$ cat config.mk
export PLATFORM = sky130hd
export DESIGN_NAME = irq_priority_and_enable
export DESIGN_NICKNAME = d
export VERILOG_FILES = /design/src/shared/irq_prio_pkg.sv /design/src/hdl/irq_priority_and_enable.sv
export SDC_FILE = /design/constraint.sdc
export NUM_CORES = 1
export LEC_CHECK = 0
export BUFFER_PORTS_ARGS = -buffer_cell sky130_fd_sc_hd__buf_2
export CAP_MARGIN = 20
export CELL_PAD_IN_SITES_DETAIL_PLACEMENT = 0
export CELL_PAD_IN_SITES_GLOBAL_PLACEMENT = 2
export CORE_UTILIZATION = 40
export CTS_CLUSTER_DIAMETER = 50
export DETAILED_ROUTE_END_ITERATION = 12
export PLACE_DENSITY = 0.83
export SYNTH_ARGS = -nofsm -noshare
export SYNTH_HDL_FRONTEND = slang
export SYNTH_SLANG_ARGS = --single-unit
$ cat constraint.sdc
create_clock -name sys_clk -period 91.4 [get_ports sys_clk]
set_input_delay 18.28 -clock sys_clk [delete_from_list [all_inputs] [get_ports sys_clk]]
set_output_delay 18.28 -clock sys_clk [all_outputs]
set_load 0.05 [all_outputs]
$ cat src/shared/irq_prio_pkg.sv
// Package for the interrupt priority and pin enable block.
// Assumes a 32-bit APB slave with byte addresses and one word per register.
`default_nettype none

package irq_prio_pkg;

  // ==========================================================================
  // Sizes
  localparam int NUM_BANKS = 14;
  localparam int NUM_PINS = 16;
  localparam int NUM_INT = 40;
  localparam int NUM_SRC = 56;
  localparam int ADDR_W = 8;

  // ==========================================================================
  // Register byte offsets
  localparam logic [7:0] PRIO_BANK_BASE = 8'h00;
  localparam logic [7:0] PRIO_BANK_LAST = 8'h34;
  localparam logic [7:0] PIN_REQUEST_ENABLE_OFF = 8'h40;
  localparam logic [7:0] PIN_SENSE_SELECT_HI_OFF = 8'h44;
  localparam logic [7:0] PIN_SENSE_SELECT_LO_OFF = 8'h48;
  localparam logic [7:0] PIN_STATUS_OFF = 8'h4c;
  localparam logic [7:0] PIN_STATUS_MASK_OFF = 8'h50;
  localparam logic [7:0] PRESENT_OFF = 8'h54;

  // ==========================================================================
  // Field layout and reset values
  localparam logic [15:0] PRIO_WRITABLE = 16'h7777;
  localparam logic [15:0] PRIO_RST = 16'h7777;
  localparam logic [15:0] ENABLE_RST = 16'h0000;
  localparam logic [15:0] SENSE_RST = 16'h0000;
  localparam logic [15:0] STATUS_RST = 16'h0000;
  localparam logic [15:0] MASK_RST = 16'h0000;
  localparam int FIELD_STRIDE = 4;
  localparam int FIELDS_PER_BANK = 4;
  localparam int PRESENT_VALID_BIT = 16;
  localparam int PRESENT_LVL_LSB = 8;

  // ==========================================================================
  // Pin sense modes, upper bit selects rise and lower bit selects fall
  typedef enum logic [1:0] {
    SENSE_LOW = 2'b00,
    SENSE_FALL = 2'b01,
    SENSE_RISE = 2'b10,
    SENSE_BOTH = 2'b11
  } sense_type;

  typedef logic [15:0] bank_array_type [NUM_BANKS];

  // Level of one source, read from its 3-bit field
  function automatic logic [2:0] field_of(input bank_array_type banks, input logic [5:0] src);
    logic [15:0] word;
    logic [1:0] slot;
    word = banks[src[5:2]];
    slot = src[1:0];
    return word[slot*FIELD_STRIDE +: 3];
  endfunction

  // Event detection for one pin in a given sense mode
  function automatic logic sense_hit(input logic [1:0] mode, input logic prev, input logic now);
    case (mode)
      SENSE_LOW: return !now;
      SENSE_FALL: return prev && !now;
      SENSE_RISE: return !prev && now;
      default: return prev != now;
    endcase
  endfunction

endpackage

`default_nettype wire

$ cat src/hdl/irq_priority_and_enable.sv
// Interrupt priority and external pin enable block with APB register access.
// Assumes pin and source inputs synchronous to sys_clk, APB master at same clock.
//
// Operation
// - Each priority field is three bits, 000 lowest level and 111 highest.
// - A priority register holds four fields at bits 14:12, 10:8, 6:4 and 2:0.
// - Bits 15, 11, 7 and 3 of every priority register read zero and drop writes.
// - The non-maskable request bypasses every priority field.
// - A pin request reaches the CPU only while its enable bit is one.
// - Enable bits of pins 3 to 0 do not gate the standby wake path.
// - Enable bits are read-write and act from the cycle after the write.
// - Sense codes 00 low level, 01 falling, 10 rising, 11 both edges.
//
// Local design decisions: the APB register port and the address map.
`default_nettype none

module irq_priority_and_enable (
  input wire logic sys_clk,
  input wire logic nrst,
  input wire logic psel,
  input wire logic penable,
  input wire logic pwrite,
  input wire logic [7:0] paddr,
  input wire logic [31:0] pwdata,
  output logic [31:0] prdata,
  output logic pready,
  output logic pslverr,
  input wire logic [15:0] irq_pin,
  input wire logic [39:0] int_req,
  input wire logic nmi_pin,
  output logic nmi_req,
  output logic cpu_req,
  output logic [5:0] cpu_src,
  output logic [2:0] cpu_lvl,
  output logic [3:0] wake_req,
  output logic irq
);

  // ==========================================================================
  // Register state
  irq_prio_pkg::bank_array_type prio_r, prio_nxt;
  logic [15:0] enable_r, enable_nxt;
  logic [15:0] sense_hi_r, sense_hi_nxt;
  logic [15:0] sense_lo_r, sense_lo_nxt;
  logic [15:0] status_r, status_nxt;
  logic [15:0] mask_r, mask_nxt;
  logic [15:0] pin_prev_r, pin_prev_nxt;
  logic [31:0] prdata_r, prdata_nxt;
  logic pslverr_r, pslverr_nxt;
  logic [31:0] sense_all;
  logic [15:0] hit;
  logic wr_en;
  logic setup;
  logic mapped;
  logic [3:0] bank_sel;
  logic prio_wr;

  // Bus decode
  assign setup = psel && !penable;
  assign wr_en = psel && penable && pwrite;
  assign bank_sel = paddr[5:2];
  assign prio_wr = wr_en && paddr <= irq_prio_pkg::PRIO_BANK_LAST && paddr[1:0] == 2'b00;
  assign sense_all = {sense_hi_r, sense_lo_r};
  assign pready = 1'b1;
  assign prdata = prdata_r;
  assign pslverr = pslverr_r && psel && penable;

  // Pin event detection per sense mode
  always_comb begin
    for (int n = 0; n < irq_prio_pkg::NUM_PINS; n++) begin
      hit[n] = irq_prio_pkg::sense_hit(sense_all[2*n +: 2], pin_prev_r[n], irq_pin[n]);
    end
  end

  // Next values of the register file
  always_comb begin
    prio_nxt = prio_r;
    enable_nxt = enable_r;
    sense_hi_nxt = sense_hi_r;
    sense_lo_nxt = sense_lo_r;
    mask_nxt = mask_r;
    status_nxt = status_r;
    pin_prev_nxt = irq_pin;
    prdata_nxt = prdata_r;
    pslverr_nxt = pslverr_r;
    if (prio_wr) begin
      prio_nxt[bank_sel] = pwdata[15:0] & irq_prio_pkg::PRIO_WRITABLE;
    end
    if (wr_en) begin
      unique case (paddr)
        irq_prio_pkg::PIN_REQUEST_ENABLE_OFF: enable_nxt = pwdata[15:0];
        irq_prio_pkg::PIN_SENSE_SELECT_HI_OFF: sense_hi_nxt = pwdata[15:0];
        irq_prio_pkg::PIN_SENSE_SELECT_LO_OFF: sense_lo_nxt = pwdata[15:0];
        irq_prio_pkg::PIN_STATUS_MASK_OFF: mask_nxt = pwdata[15:0];
        irq_prio_pkg::PIN_STATUS_OFF: status_nxt = status_r & ~pwdata[15:0];
        default: ;
      endcase
    end
    // New events win over a clear in the same cycle
    status_nxt = status_nxt | hit;
    if (setup) begin
      mapped = 1'b1;
      prdata_nxt = 32'h0000_0000;
      if (paddr <= irq_prio_pkg::PRIO_BANK_LAST && paddr[1:0] == 2'b00) begin
        prdata_nxt = {16'h0000, prio_r[bank_sel] & irq_prio_pkg::PRIO_WRITABLE};
      end else begin
        unique case (paddr)
          irq_prio_pkg::PIN_REQUEST_ENABLE_OFF: prdata_nxt = {16'h0000, enable_r};
          irq_prio_pkg::PIN_SENSE_SELECT_HI_OFF: prdata_nxt = {16'h0000, sense_hi_r};
          irq_prio_pkg::PIN_SENSE_SELECT_LO_OFF: prdata_nxt = {16'h0000, sense_lo_r};
          irq_prio_pkg::PIN_STATUS_OFF: prdata_nxt = {16'h0000, status_r};
          irq_prio_pkg::PIN_STATUS_MASK_OFF: prdata_nxt = {16'h0000, mask_r};
          irq_prio_pkg::PRESENT_OFF: prdata_nxt = {15'h0000, cpu_req, 5'h00, cpu_lvl, 2'h0, cpu_src};
          default: mapped = 1'b0;
        endcase
      end
      pslverr_nxt = !mapped;
    end else begin
      mapped = 1'b1;
    end
  end

  // Register file flops
  always_ff @(posedge sys_clk or negedge nrst) begin
    if (!nrst) begin
      for (int b = 0; b < irq_prio_pkg::NUM_BANKS; b++) begin
        prio_r[b] <= irq_prio_pkg::PRIO_RST;
      end
      enable_r <= irq_prio_pkg::ENABLE_RST;
      sense_hi_r <= irq_prio_pkg::SENSE_RST;
      sense_lo_r <= irq_prio_pkg::SENSE_RST;
      status_r <= irq_prio_pkg::STATUS_RST;
      mask_r <= irq_prio_pkg::MASK_RST;
      pin_prev_r <= 16'hffff;
      prdata_r <= 32'h0000_0000;
      pslverr_r <= 1'b0;
    end else begin
      prio_r <= prio_nxt;
      enable_r <= enable_nxt;
      sense_hi_r <= sense_hi_nxt;
      sense_lo_r <= sense_lo_nxt;
      status_r <= status_nxt;
      mask_r <= mask_nxt;
      pin_prev_r <= pin_prev_nxt;
      prdata_r <= prdata_nxt;
      pslverr_r <= pslverr_nxt;
    end
  end

  // ==========================================================================
  // Arbitration
  logic [55:0] pend;
  logic found;
  logic [5:0] best_idx;
  logic [2:0] best_lvl;
  logic [2:0] lvl_i;
  logic cpu_req_r, cpu_req_nxt;
  logic [5:0] cpu_src_r, cpu_src_nxt;
  logic [2:0] cpu_lvl_r, cpu_lvl_nxt;
  logic nmi_req_r, nmi_req_nxt;
  logic [3:0] wake_r, wake_nxt;
  logic irq_r, irq_nxt;

  // Pin requests gated by enable, internal sources as they come
  assign pend = {int_req, status_r & enable_r};

  // Pick the highest level, strict compare keeps the lower source on a tie
  always_comb begin
    found = 1'b0;
    best_idx = 6'h00;
    best_lvl = 3'h0;
    lvl_i = 3'h0;
    for (int s = 0; s < irq_prio_pkg::NUM_SRC; s++) begin
      lvl_i = irq_prio_pkg::field_of(prio_r, 6'(s));
      if (pend[s] && (!found || lvl_i > best_lvl)) begin
        found = 1'b1;
        best_idx = 6'(s);
        best_lvl = lvl_i;
      end
    end
  end

  // Next values of the CPU side outputs
  always_comb begin
    cpu_req_nxt = found;
    cpu_src_nxt = found ? best_idx : cpu_src_r;
    cpu_lvl_nxt = found ? best_lvl : cpu_lvl_r;
    nmi_req_nxt = nmi_pin;
    wake_nxt = hit[3:0];
    irq_nxt = |(status_r & mask_r);
  end

  // CPU side flops
  always_ff @(posedge sys_clk or negedge nrst) begin
    if (!nrst) begin
      cpu_req_r <= 1'b0;
      cpu_src_r <= 6'h00;
      cpu_lvl_r <= 3'h0;
      nmi_req_r <= 1'b0;
      wake_r <= 4'h0;
      irq_r <= 1'b0;
    end else begin
      cpu_req_r <= cpu_req_nxt;
      cpu_src_r <= cpu_src_nxt;
      cpu_lvl_r <= cpu_lvl_nxt;
      nmi_req_r <= nmi_req_nxt;
      wake_r <= wake_nxt;
      irq_r <= irq_nxt;
    end
  end

  assign cpu_req = cpu_req_r;
  assign cpu_src = cpu_src_r;
  assign cpu_lvl = cpu_lvl_r;
  assign nmi_req = nmi_req_r;
  assign wake_req = wake_r;
  assign irq = irq_r;

  // ==========================================================================
  // Checks
  logic higher_exists;

  // Any pending source with a strictly higher level than the winner
  always_comb begin
    higher_exists = 1'b0;
    for (int s = 0; s < irq_prio_pkg::NUM_SRC; s++) begin
      if (pend[s] && irq_prio_pkg::field_of(prio_r, 6'(s)) > best_lvl) begin
        higher_exists = 1'b1;
      end
    end
  end
endmodule

`default_nettype wire

==> results.sh, run 1 <==
export IMPL_finish_net_count=2788
export IMPL_ys_warnings_count=0
export IMPL_cts_hold_repair_buffers=0
export IMPL_postSynth_asyncResetShare_pct=100
export IMPL_finish_cell_count_without_fillers=3323
export IMPL_tritoncts="done"
export IMPL_min_path_cells=2
export IMPL_min_delay_worst_endpoint="prdata[6]"
export IMPL_status="finished clean"
export IMPL_clk_pin_slew_worst_paths_ns=0.06
export IMPL_grt_pass1_vias=19100
export IMPL_reg2reg_from="enable_r[0]"
export IMPL_die_w_um=239
export IMPL_critical_path_peak_fanout=11
export IMPL_timing_hold_worst_class="reg2reg"
export IMPL_die_h_um=239
export IMPL_drv_max_cap_violation_count=0
export IMPL_cts_root_buf="sky130_fd_sc_hd__clkbuf_16"
export IMPL_maxClockFrequency_mhz=11.7
export IMPL_yosysSeqAreaShare_pct=34.1
export IMPL_globalRoute_totalOverflow=0
export IMPL_timing_final_crit_share_pct=93.2
export IMPL_ant_nets=0
export IMPL_hp_start="prdata[6]"
export IMPL_timing_reg2reg_setup_slack_ns=6.20
export IMPL_maximum_number_of_pins_on_one_net_before_global_route_repair=85
export IMPL_numCtsBuffers=48
export IMPL_synthesis_area_per_instance_um2=9.40
export IMPL_io_buffer_count=119
export IMPL_final_hpwl_from_detailed_placement_um=61900
export IMPL_reg2reg_to="cpu_lvl[1]"
export IMPL_critical_path_slowest_cell="sky130_fd_sc_hd__or4_1"
export IMPL_row_count=86
export IMPL_timing_critical_path_mode_cell="sky130_fd_sc_hd__a21oi_1"
export IMPL_crit_end_element="register"
export IMPL_cp_start_kind="register"
export IMPL_route_detailed_vias_per_inst=6.06
export IMPL_mappedNetlistArea_um2=22500
export IMPL_placed_instance_count=3215
export IMPL_cts_path_max_buffers=3
export IMPL_crit_path_max_incr_delay_ns=0.54
export IMPL_grt_antenna_before_repair=7
export IMPL_routed_wirelength_um=83000
export IMPL_gr_usage_all_layers_pct=29.0
export IMPL_cts_sink_count=298
export IMPL_setup_violations=0
export IMPL_timing_max_transition_violations_final=0
export IMPL_synth_edf_count=0
export IMPL_synth_distinct_cells=101
export IMPL_design_die_area_um2=57200
export IMPL_worstMarginPinSlew_ns=0.982
export IMPL_wp_data_arrival_ns=85.69
export IMPL_drt_iter0_markers=1991
export IMPL_synthToLayoutAreaGrowth_pct=16.1
export IMPL_placeableCoreArea_um2=55300
export IMPL_worst_skew_pair_late_latency_ns=0.61
export IMPL_power_density_nw_per_um2=47.2
export IMPL_post_route_drc_count=0
export IMPL_cts_htree_levels=2
export IMPL_timing_setup_tns_ns=0
export IMPL_rr_worst_depth=432
export IMPL_layout_cells_sized_above_1_pct=32.5
export IMPL_fin_skew_ns=0.0452
export IMPL_synth_ff_type="sky130_fd_sc_hd__dfstp_2"
export IMPL_io_pins=152
export IMPL_power_leakage_nw=11.6
export IMPL_wire_length_of_the_first_global_routing_pass_um=124000
export IMPL_ir_drop_v=0.0000633
export IMPL_maxSlewHeadroom_pct=34.5
export IMPL_ys_ff_latch=298
export IMPL_finalCriticalPeriod_ns=85.20
export IMPL_route_vias_total=20100
export IMPL_drt_pre_antenna_iters=5
export IMPL_globalplace_congestion=0.935
export IMPL_syn_instance_count=2395
export IMPL_initial_utilization_pct=40.7
export IMPL_num_antenna_cells=0
export IMPL_routed_wire_length_per_instance_um=25.0
export IMPL_worstPathRequired_ns=91.89
export IMPL_worstSetupPathType="reg2reg"
export IMPL_report_final_hold_viol_count=0
## synth_stat cells (all sizes together) (22+ instances only)
master / count / share of area, %
a21oi: 195 / 4.5
a22o: 24 / 0.93
a22oi: 22 / 0.73
and2: 26 / 0.72
buf: 39 / 1.0
clkbuf: 74 / 1.2
dfrtp: 114 / 13
dfstp: 184 / 21
ha: 150 / 8.3
inv: 184 / 3.1
mux2: 224 / 11
mux2i: 25 / 1.1
mux4: 52 / 5.2
nand2: 250 / 4.2
nand2b: 22 / 0.62
nand3: 54 / 1.2
nor2: 162 / 2.7
nor2b: 25 / 0.69
nor3: 40 / 0.89
o211ai: 24 / 0.88
o21ai: 155 / 3.5
## metal layers
| metal | wire length [µm] | vias up | track usage [%] |
|---|---|---|---|
| met5 | 5 | - | 0 |
| met4 | 2460 | 2 | 9.38 |
| met3 | 5420 | 146 | 4.07 |
| met2 | 38200 | 714 | 45.9 |
| met1 | 36900 | 10200 | 40.6 |
| li1 | - | 9134 | - |
## layout make-up
type	instances	area [µm²]
Inverter	184	691
Tap cell	748	936
Sequential cell	298	7690
Fill cell	5316	29200
Timing Repair Buffer	190	1170
Clock inverter	28	357
Multi-Input combinational cell	1814	14000
Clock buffer	61	1300
## sequential cells by signal, summed over array words and instances (netlist names)
register,flops
cpu_lvl,3
cpu_req,1
cpu_src,6
enable_r,16
irq,1
lvl_i,3
mask_r,16
nmi_req,1
pin_prev_r,16
prdata,17
prio_r,165
pslverr_r,1
sense_hi_r,16
sense_lo_r,16
status_r,16
wake_req,4
## worst max-delay path: cells and delay by family, from the launching register on
| kind | cells | cell delay, ns |
|---|---|---|
| buffers and inverters | 27 | 2.93 |
| adder cells (fa/ha/maj) | 56 | 15.34 |
| multiplexers | 16 | 5.40 |
| AO/OA/AOI/OAI | 231 | 45.66 |
| AND/OR/NAND/NOR | 102 | 15.16 |
| flip-flops | 1 | 0.50 |
## layout by cell type, fill, tap and decap left out, types with 15 or more instances in the layout
| cell type | n |
|---|---|
| sky130_fd_sc_hd__nand3_1 | 53 |
| sky130_fd_sc_hd__nor2_1 | 154 |
| sky130_fd_sc_hd__buf_2 | 117 |
| sky130_fd_sc_hd__nand2b_1 | 20 |
| sky130_fd_sc_hd__clkbuf_16 | 48 |
| sky130_fd_sc_hd__and3_1 | 15 |
| sky130_fd_sc_hd__ha_1 | 150 |
| sky130_fd_sc_hd__a21o_1 | 20 |
| sky130_fd_sc_hd__conb_1 | 16 |
| sky130_fd_sc_hd__and2_1 | 24 |
| sky130_fd_sc_hd__a221o_1 | 17 |
| sky130_fd_sc_hd__buf_4 | 69 |
| sky130_fd_sc_hd__dfstp_2 | 184 |
| sky130_fd_sc_hd__o211ai_1 | 22 |
| sky130_fd_sc_hd__a21oi_1 | 175 |
| sky130_fd_sc_hd__a21oi_2 | 19 |
| sky130_fd_sc_hd__a22oi_1 | 21 |
| sky130_fd_sc_hd__inv_1 | 183 |
| sky130_fd_sc_hd__dfrtp_1 | 114 |
| sky130_fd_sc_hd__o221ai_1 | 15 |
| sky130_fd_sc_hd__nor2b_1 | 23 |
| sky130_fd_sc_hd__o21ai_1 | 16 |
| sky130_fd_sc_hd__o21ai_0 | 133 |
| sky130_fd_sc_hd__o31ai_1 | 18 |
| sky130_fd_sc_hd__nand2_1 | 249 |
| sky130_fd_sc_hd__a31oi_1 | 19 |
| sky130_fd_sc_hd__nor3_1 | 35 |
| sky130_fd_sc_hd__a22o_1 | 22 |
| sky130_fd_sc_hd__mux2i_1 | 23 |
| sky130_fd_sc_hd__mux2_2 | 224 |
| sky130_fd_sc_hd__mux4_2 | 52 |
## repair_timing
item                       CTS  global route
buffers inserted             0            17
setup endpoints to repair    0             9
gates resized for setup      0            83
## metrics by stage
stage / instance area [µm²] / power, mW / setup WS [ns] / hold slack (ns) / utilization, %
after global placement: 24000 / 0.995 / 1.48 / 0.461 / 43.4
after floorplan: 22600 / 0.715 / 15.35 / 0.473 / -
after detailed placement: 24000 / 1.01 / 0.562 / 0.475 / 43.4
after CTS: 25700 / 1.20 / 0.198 / 0.488 / 46.4
after global routing: 26100 / 1.34 / -0.0777 / 0.513 / 47.3
final: 26100 / 1.23 / 6.20 / 0.482 / 47.3
## worst max path at each step
stage,start,endpoint,depth (start not counted)
after detailed placement,enable_r[0],cpu_src[0],429
after global routing,enable_r[0],cpu_src[5],451
after CTS,enable_r[0],cpu_src[0],427
final,enable_r[0],cpu_lvl[1],432
after global placement,enable_r[0],cpu_src[0],426
after floorplan,status_r[0],cpu_src[4],431
## cells by family (layout without fill, tap and decap cells)
group,Yosys count,in the layout,share of synthesized area (%)
other,2,16,0.0334
adder cells (fa/ha/maj),152,152,8.42
flip-flops,298,298,34.1
AND/OR/NAND/NOR,668,668,13.8
buffers and inverters,297,463,5.34
AO/OA/AOI/OAI,677,677,20.8
multiplexers,301,301,17.5
## power by group
group	internal (mW)	total (mW)	leakage (nW)	switching [mW]
Clock	0.116	0.189	0.803	0.0726
Combinational	0.385	0.897	7.39	0.513
Sequential	0.142	0.147	3.37	0.00528
(Power assumes the default switching activity.)
==> run 2, diff against run 1 <==
Settings changed: MAX_ROUTING_LAYER set to met4.
==> run 2 against run 1 <==
Core utilization about the same. Wire length increased by 0.62%. Sequential power about the same. Via count decreased by 0.22%. Clock skew increased by 0.012 ns. Critical path type unchanged.
==> results.sh, run 2 (synthesis results as in run 1) <==
export IMPL_max_reg_flops=165
export IMPL_cts_root_buf="sky130_fd_sc_hd__clkbuf_16"
export IMPL_crit_path_max_incr_delay_ns=0.53
export IMPL_timing_critical_path_mode_cell="sky130_fd_sc_hd__a21oi_1"
export IMPL_placeableCoreArea_um2=55300
export IMPL_layout_cells_sized_above_1_pct=32.4
export IMPL_crit_path_launch="enable_r[0]"
export IMPL_grt_pass1_vias=19000
export IMPL_worstMarginPinSlew_ns=1.21
export IMPL_mostFrequentLayoutCells="sky130_fd_sc_hd__nand2_1, sky130_fd_sc_hd__mux2_2, sky130_fd_sc_hd__dfstp_2, sky130_fd_sc_hd__inv_1, sky130_fd_sc_hd__a21oi_1"
export IMPL_cts_sink_count=298
export IMPL_maxSlewHeadroom_pct=18.8
export IMPL_drv_max_cap_violation_count=0
export IMPL_maxClockFrequency_mhz=11.7
export IMPL_worstSetupPathType="reg2reg"
export IMPL_clk_pin_slew_worst_paths_ns=0.06
export IMPL_cts_path_max_buffers=3
export IMPL_critical_path_slowest_cell="sky130_fd_sc_hd__or4_1"
export IMPL_ir_drop_v=0.0000543
export IMPL_timing_max_transition_violations_final=0
export IMPL_gr_usage_all_layers_pct=29.8
export IMPL_final_hpwl_from_detailed_placement_um=62300
export IMPL_timing_final_crit_share_pct=93.3
export IMPL_globalRoute_totalOverflow=0
export IMPL_fin_skew_ns=0.0573
export IMPL_drt_iter0_markers=1881
export IMPL_routed_wirelength_um=83500
export IMPL_regMostFlops="prio_r"
export IMPL_route_detailed_vias_per_inst=6.04
export IMPL_initial_utilization_pct=40.7
export IMPL_cts_htree_levels=2
export IMPL_setup_violations=0
export IMPL_grt_antenna_before_repair=4
export IMPL_ant_nets=0
export IMPL_die_h_um=239
export IMPL_numCtsBuffers=49
export IMPL_design_die_area_um2=57200
export IMPL_detailedPlace_worstSlack_ns=0.590
export IMPL_crit_end_element="register"
export IMPL_cp_start_kind="register"
export IMPL_wire_length_of_the_first_global_routing_pass_um=123000
export IMPL_route_vias_total=20100
export IMPL_io_buffer_count=119
export IMPL_worstPathRequired_ns=91.91
export IMPL_globalplace_congestion=0.968
export IMPL_die_w_um=239
export IMPL_worst_skew_pair_late_latency_ns=0.63
export IMPL_finish_net_count=2789
export IMPL_post_route_drc_count=0
export IMPL_routed_wire_length_per_instance_um=25.1
export IMPL_hp_start="prdata[3]"
export IMPL_placed_instance_count=3219
export IMPL_hold_slack_ns=0.476
export IMPL_finish_cell_count_without_fillers=3326
export IMPL_report_final_hold_viol_count=0
export IMPL_tritoncts="done"
export IMPL_wp_data_arrival_ns=85.83
export IMPL_num_antenna_cells=0
export IMPL_status="finished clean"
export IMPL_reg2reg_from="enable_r[0]"
export IMPL_row_count=86
export IMPL_synthToLayoutAreaGrowth_pct=16.1
export IMPL_timing_setup_tns_ns=0
export IMPL_critical_path_peak_fanout=11
export IMPL_io_pins=152
export IMPL_power_leakage_nw=11.6
export IMPL_drt_pre_antenna_iters=6
export IMPL_maximum_number_of_pins_on_one_net_before_global_route_repair=101
export IMPL_power_density_nw_per_um2=47.6
export IMPL_finalCriticalPeriod_ns=85.32
export IMPL_final_common_cell="sky130_fd_sc_hd__nand2_1"
export IMPL_finalPower_mw=1.24
export IMPL_layout_setup_ws_ns=6.08
export IMPL_timing_hold_worst_class="reg2reg"
==> run 2: path summary, 6_finish.rpt <==
path	to	slack, ns	cells after the start
max	cpu_lvl[1]	6.08	432
max in group asynchronous	mask_r[4]	70.64	4
min reg2reg	prdata[3]	0.48	2
min	prdata[3]	0.48	2
max reg2reg	cpu_lvl[1]	6.08	432
min in group asynchronous	nmi_req	17.70	1
==> run 2: worst max-delay path, delay by kind of cell (launching register included) <==
kind                       cells  cell delay, ns
buffers and inverters         31            3.58
and+or+nand+nor              105           15.90
DFF                            1            0.51
adders and majority gates     56           15.63
AOI/OAI and AO/OA            225           44.47
muxes                         15            4.97
==> run 2: layout make-up <==
class | count | area (µm²)
sequential | 298 | 7690
multi-input combinational | 1814 | 14000
timing repair buffer | 190 | 1140
clock inverter | 31 | 410
fill | 5326 | 29200
inverter | 184 | 691
clock buffer | 61 | 1310
tap | 748 | 936
==> run 2: stage by stage <==
step | cell area, µm² | utilization (%)
final | 26200 | 47.3
after global routing | 26200 | 47.3
after CTS | 25800 | 46.6
after detailed placement | 24000 | 43.5
after global placement | 24000 | 43.4
after floorplan | 22600 | -
==> run 2: what timing repair did <==
item	4_1_cts	5_1_grt
hold buffers	0	0
endpoints found under the setup margin	0	9
setup buffers	0	14
gates resized for setup	0	76
==> run 2: per-layer routing <==
layer	up-vias	wire length [µm]	share of wire (%)	GRT usage, %
li1	9139	-	-	-
met1	10100	37300	45	40.5
met2	747	38300	46	46.5
met3	126	5700	6.8	3.96
met4	0	2210	2.6	8.39
met5	-	0	0	-
==> run 2: report_power, final <==
group          total [mW]  internal (mW)  switching, mW
logic               0.902          0.388          0.514
registers           0.147          0.142        0.00536
clock network       0.195          0.119         0.0761
total                1.24          0.648          0.596
==> run 3, diff against run 2 <==
==> constraint.sdc (replaced) <==
create_clock -name sys_clk -period 91.4 [get_ports sys_clk]
set_input_delay 4.57 -clock sys_clk [delete_from_list [all_inputs] [get_ports sys_clk]]
set_output_delay 4.57 -clock sys_clk [all_outputs]
set_load 0.05 [all_outputs]
==> run 3 against run 2 <==
Clock power is 4% lower. Sequential share of layout area hardly changed. Combinational power is essentially flat. Register-to-register slack got worse by 0.25 ns. Power decreased by 0.64%. Count of clock-buffer cells in the layout grew 3. Cell area barely moved. Clock skew increased by 0.0050 ns. Critical endpoint is now cpu_src[0]. Largest power group unchanged.
==> results.sh, run 3 (synthesis results as in run 1) <==
export IMPL_worstPathRequired_ns=91.91
export IMPL_worstSetupPathType="reg2reg"
export IMPL_maxClockFrequency_mhz=11.7
export IMPL_critical_path_slowest_cell="sky130_fd_sc_hd__a2111oi_4"
export IMPL_ant_nets=0
export IMPL_max_reg_flops=165
export IMPL_final_hpwl_from_detailed_placement_um=62300
export IMPL_cts_htree_levels=2
export IMPL_layout_cells_sized_above_1_pct=32.6
export IMPL_placeableCoreArea_um2=55300
export IMPL_numCtsBuffers=50
export IMPL_grt_pass1_vias=19300
export IMPL_worst_skew_pair_late_latency_ns=0.64
export IMPL_num_antenna_cells=0
export IMPL_worstMarginPinSlew_ns=1.11
export IMPL_design_die_area_um2=57200
export IMPL_power_leakage_nw=11.6
export IMPL_status="finished clean"
export IMPL_die_w_um=239
export IMPL_cts_sink_count=298
export IMPL_critical_path_peak_fanout=11
export IMPL_timing_final_crit_share_pct=93.6
export IMPL_route_detailed_vias_per_inst=6.08
export IMPL_timing_hold_worst_class="reg2reg"
export IMPL_timing_setup_tns_ns=0
export IMPL_post_route_drc_count=0
export IMPL_globalRoute_totalOverflow=0
export IMPL_setup_violations=0
export IMPL_io_pins=152
export IMPL_wp_data_arrival_ns=86.08
export IMPL_cell_class_contributing_the_biggest_share_of_worst_path_delay="compound AO/OA/AOI/OAI gates"
export IMPL_report_final_hold_viol_count=0
export IMPL_finalCriticalPeriod_ns=85.57
export IMPL_final_common_cell="sky130_fd_sc_hd__nand2_1"
export IMPL_maximum_number_of_pins_on_one_net_before_global_route_repair=87
export IMPL_initial_utilization_pct=40.7
export IMPL_finish_net_count=2792
export IMPL_timing_critical_path_mode_cell="sky130_fd_sc_hd__a21oi_1"
export IMPL_routed_wirelength_um=83600
export IMPL_io_buffer_count=119
export IMPL_fin_skew_ns=0.0623
export IMPL_regMostFlops="prio_r"
export IMPL_route_vias_total=20300
export IMPL_crit_end_element="register"
export IMPL_cts_root_buf="sky130_fd_sc_hd__clkbuf_16"
export IMPL_worstPathBufferInverterCount=35
export IMPL_timing_max_transition_violations_final=0
export IMPL_routed_wire_length_per_instance_um=25.1
export IMPL_cp_start_kind="register"
export IMPL_hold_slack_ns=0.477
export IMPL_mostFrequentLayoutCells="sky130_fd_sc_hd__nand2_1, sky130_fd_sc_hd__mux2_2, sky130_fd_sc_hd__dfstp_2, sky130_fd_sc_hd__inv_1, sky130_fd_sc_hd__a21oi_1"
export IMPL_synthToLayoutAreaGrowth_pct=16.1
export IMPL_layout_setup_ws_ns=5.83
export IMPL_globalplace_congestion=0.962
export IMPL_finalPower_mw=1.24
export IMPL_row_count=86
export IMPL_maxSlewHeadroom_pct=25.5
export IMPL_grt_antenna_before_repair=5
export IMPL_die_h_um=239
export IMPL_drv_max_cap_violation_count=0
export IMPL_drt_pre_antenna_iters=8
export IMPL_drt_iter0_markers=1726
export IMPL_detailedPlace_worstSlack_ns=0.812
export IMPL_tritoncts="done"
export IMPL_power_density_nw_per_um2=47.3
export IMPL_wire_length_of_the_first_global_routing_pass_um=124000
export IMPL_gr_usage_all_layers_pct=30.0
export IMPL_ir_drop_v=0.0000646
export IMPL_crit_path_max_incr_delay_ns=0.54
export IMPL_clk_pin_slew_worst_paths_ns=0.06
export IMPL_cts_path_max_buffers=3
## run 3: changes by cell type in the layout (fill, tap and decap cells not counted), moves of 2 or more
cell | previous run | this run
sky130_fd_sc_hd__bufinv_16 | 5 | 0
sky130_fd_sc_hd__clkinvlp_4 | 2 | 5
sky130_fd_sc_hd__clkbuf_8 | 4 | 8
sky130_fd_sc_hd__clkbuf_1 | 8 | 6
sky130_fd_sc_hd__clkinv_4 | 6 | 4
## run 3: per-layer routing
metal | global-route usage, % | vias to the layer above | wire [µm]
met5 | - | - | 0
met4 | 10.1 | 0 | 2970
met3 | 3.90 | 167 | 5210
met2 | 46.2 | 788 | 38000
met1 | 40.6 | 10200 | 37400
li1 | - | 9132 | -
## run 3: layout make-up
type	instances	area (µm²)
fillers	5366	29200
multi-input cells	1814	14000
clock buffers	64	1380
flip-flops and latches	298	7690
well taps	748	936
clock inverters	29	282
repair buffers	192	1180
inverters	184	691
## run 3: timing repair
item	4_1_cts	5_1_grt
hold buffers	0	0
setup buffers	0	13
setup endpoints to repair	0	9
resized for setup	0	75
## run 3: worst reg2reg max path, delay by kind of cell, from the launching register on
| family | cells | cell delay, ns |
|---|---|---|
| and+or+nand+nor | 100 | 15.37 |
| buffers and inverters | 35 | 3.99 |
| muxes | 14 | 4.77 |
| DFF | 1 | 0.50 |
| AOI/OAI and AO/OA | 234 | 45.51 |
| adders and majority gates | 56 | 15.28 |
## run 3: stage by stage
stage / area, µm² / cells / utilization [%]
3_5_place_dp: 24000 / 3221 / 43.5
4_1_cts: 25700 / 3314 / 46.5
5_1_grt: 26100 / 3329 / 47.2
2_1_floorplan: 22600 / 2409 / -
3_3_place_gp: 24000 / 3220 / 43.5
6_report: 26100 / 3329 / 47.2
## run 3: path summary, 6_finish.rpt
kind / startpoint / endpoint / slack [ns] / cells after the start
max in group asynchronous: nrst / status_r[9] / 85.98 / 2
max reg2reg: enable_r[0] / cpu_src[0] / 5.83 / 439
min reg2reg: prdata[6] / prdata[6] / 0.48 / 2
max: enable_r[0] / cpu_src[0] / 5.83 / 439
min: prdata[6] / prdata[6] / 0.48 / 2
min in group asynchronous: nrst / nmi_req / 3.95 / 1
## run 3: power by group
part | leakage, nW | total (mW) | internal (mW) | switching, mW
Combinational | 7.38 | 0.902 | 0.387 | 0.515
Sequential | 3.37 | 0.147 | 0.142 | 0.00523
Clock | 0.806 | 0.187 | 0.110 | 0.0770
Total | 11.6 | 1.24 | 0.639 | 0.597
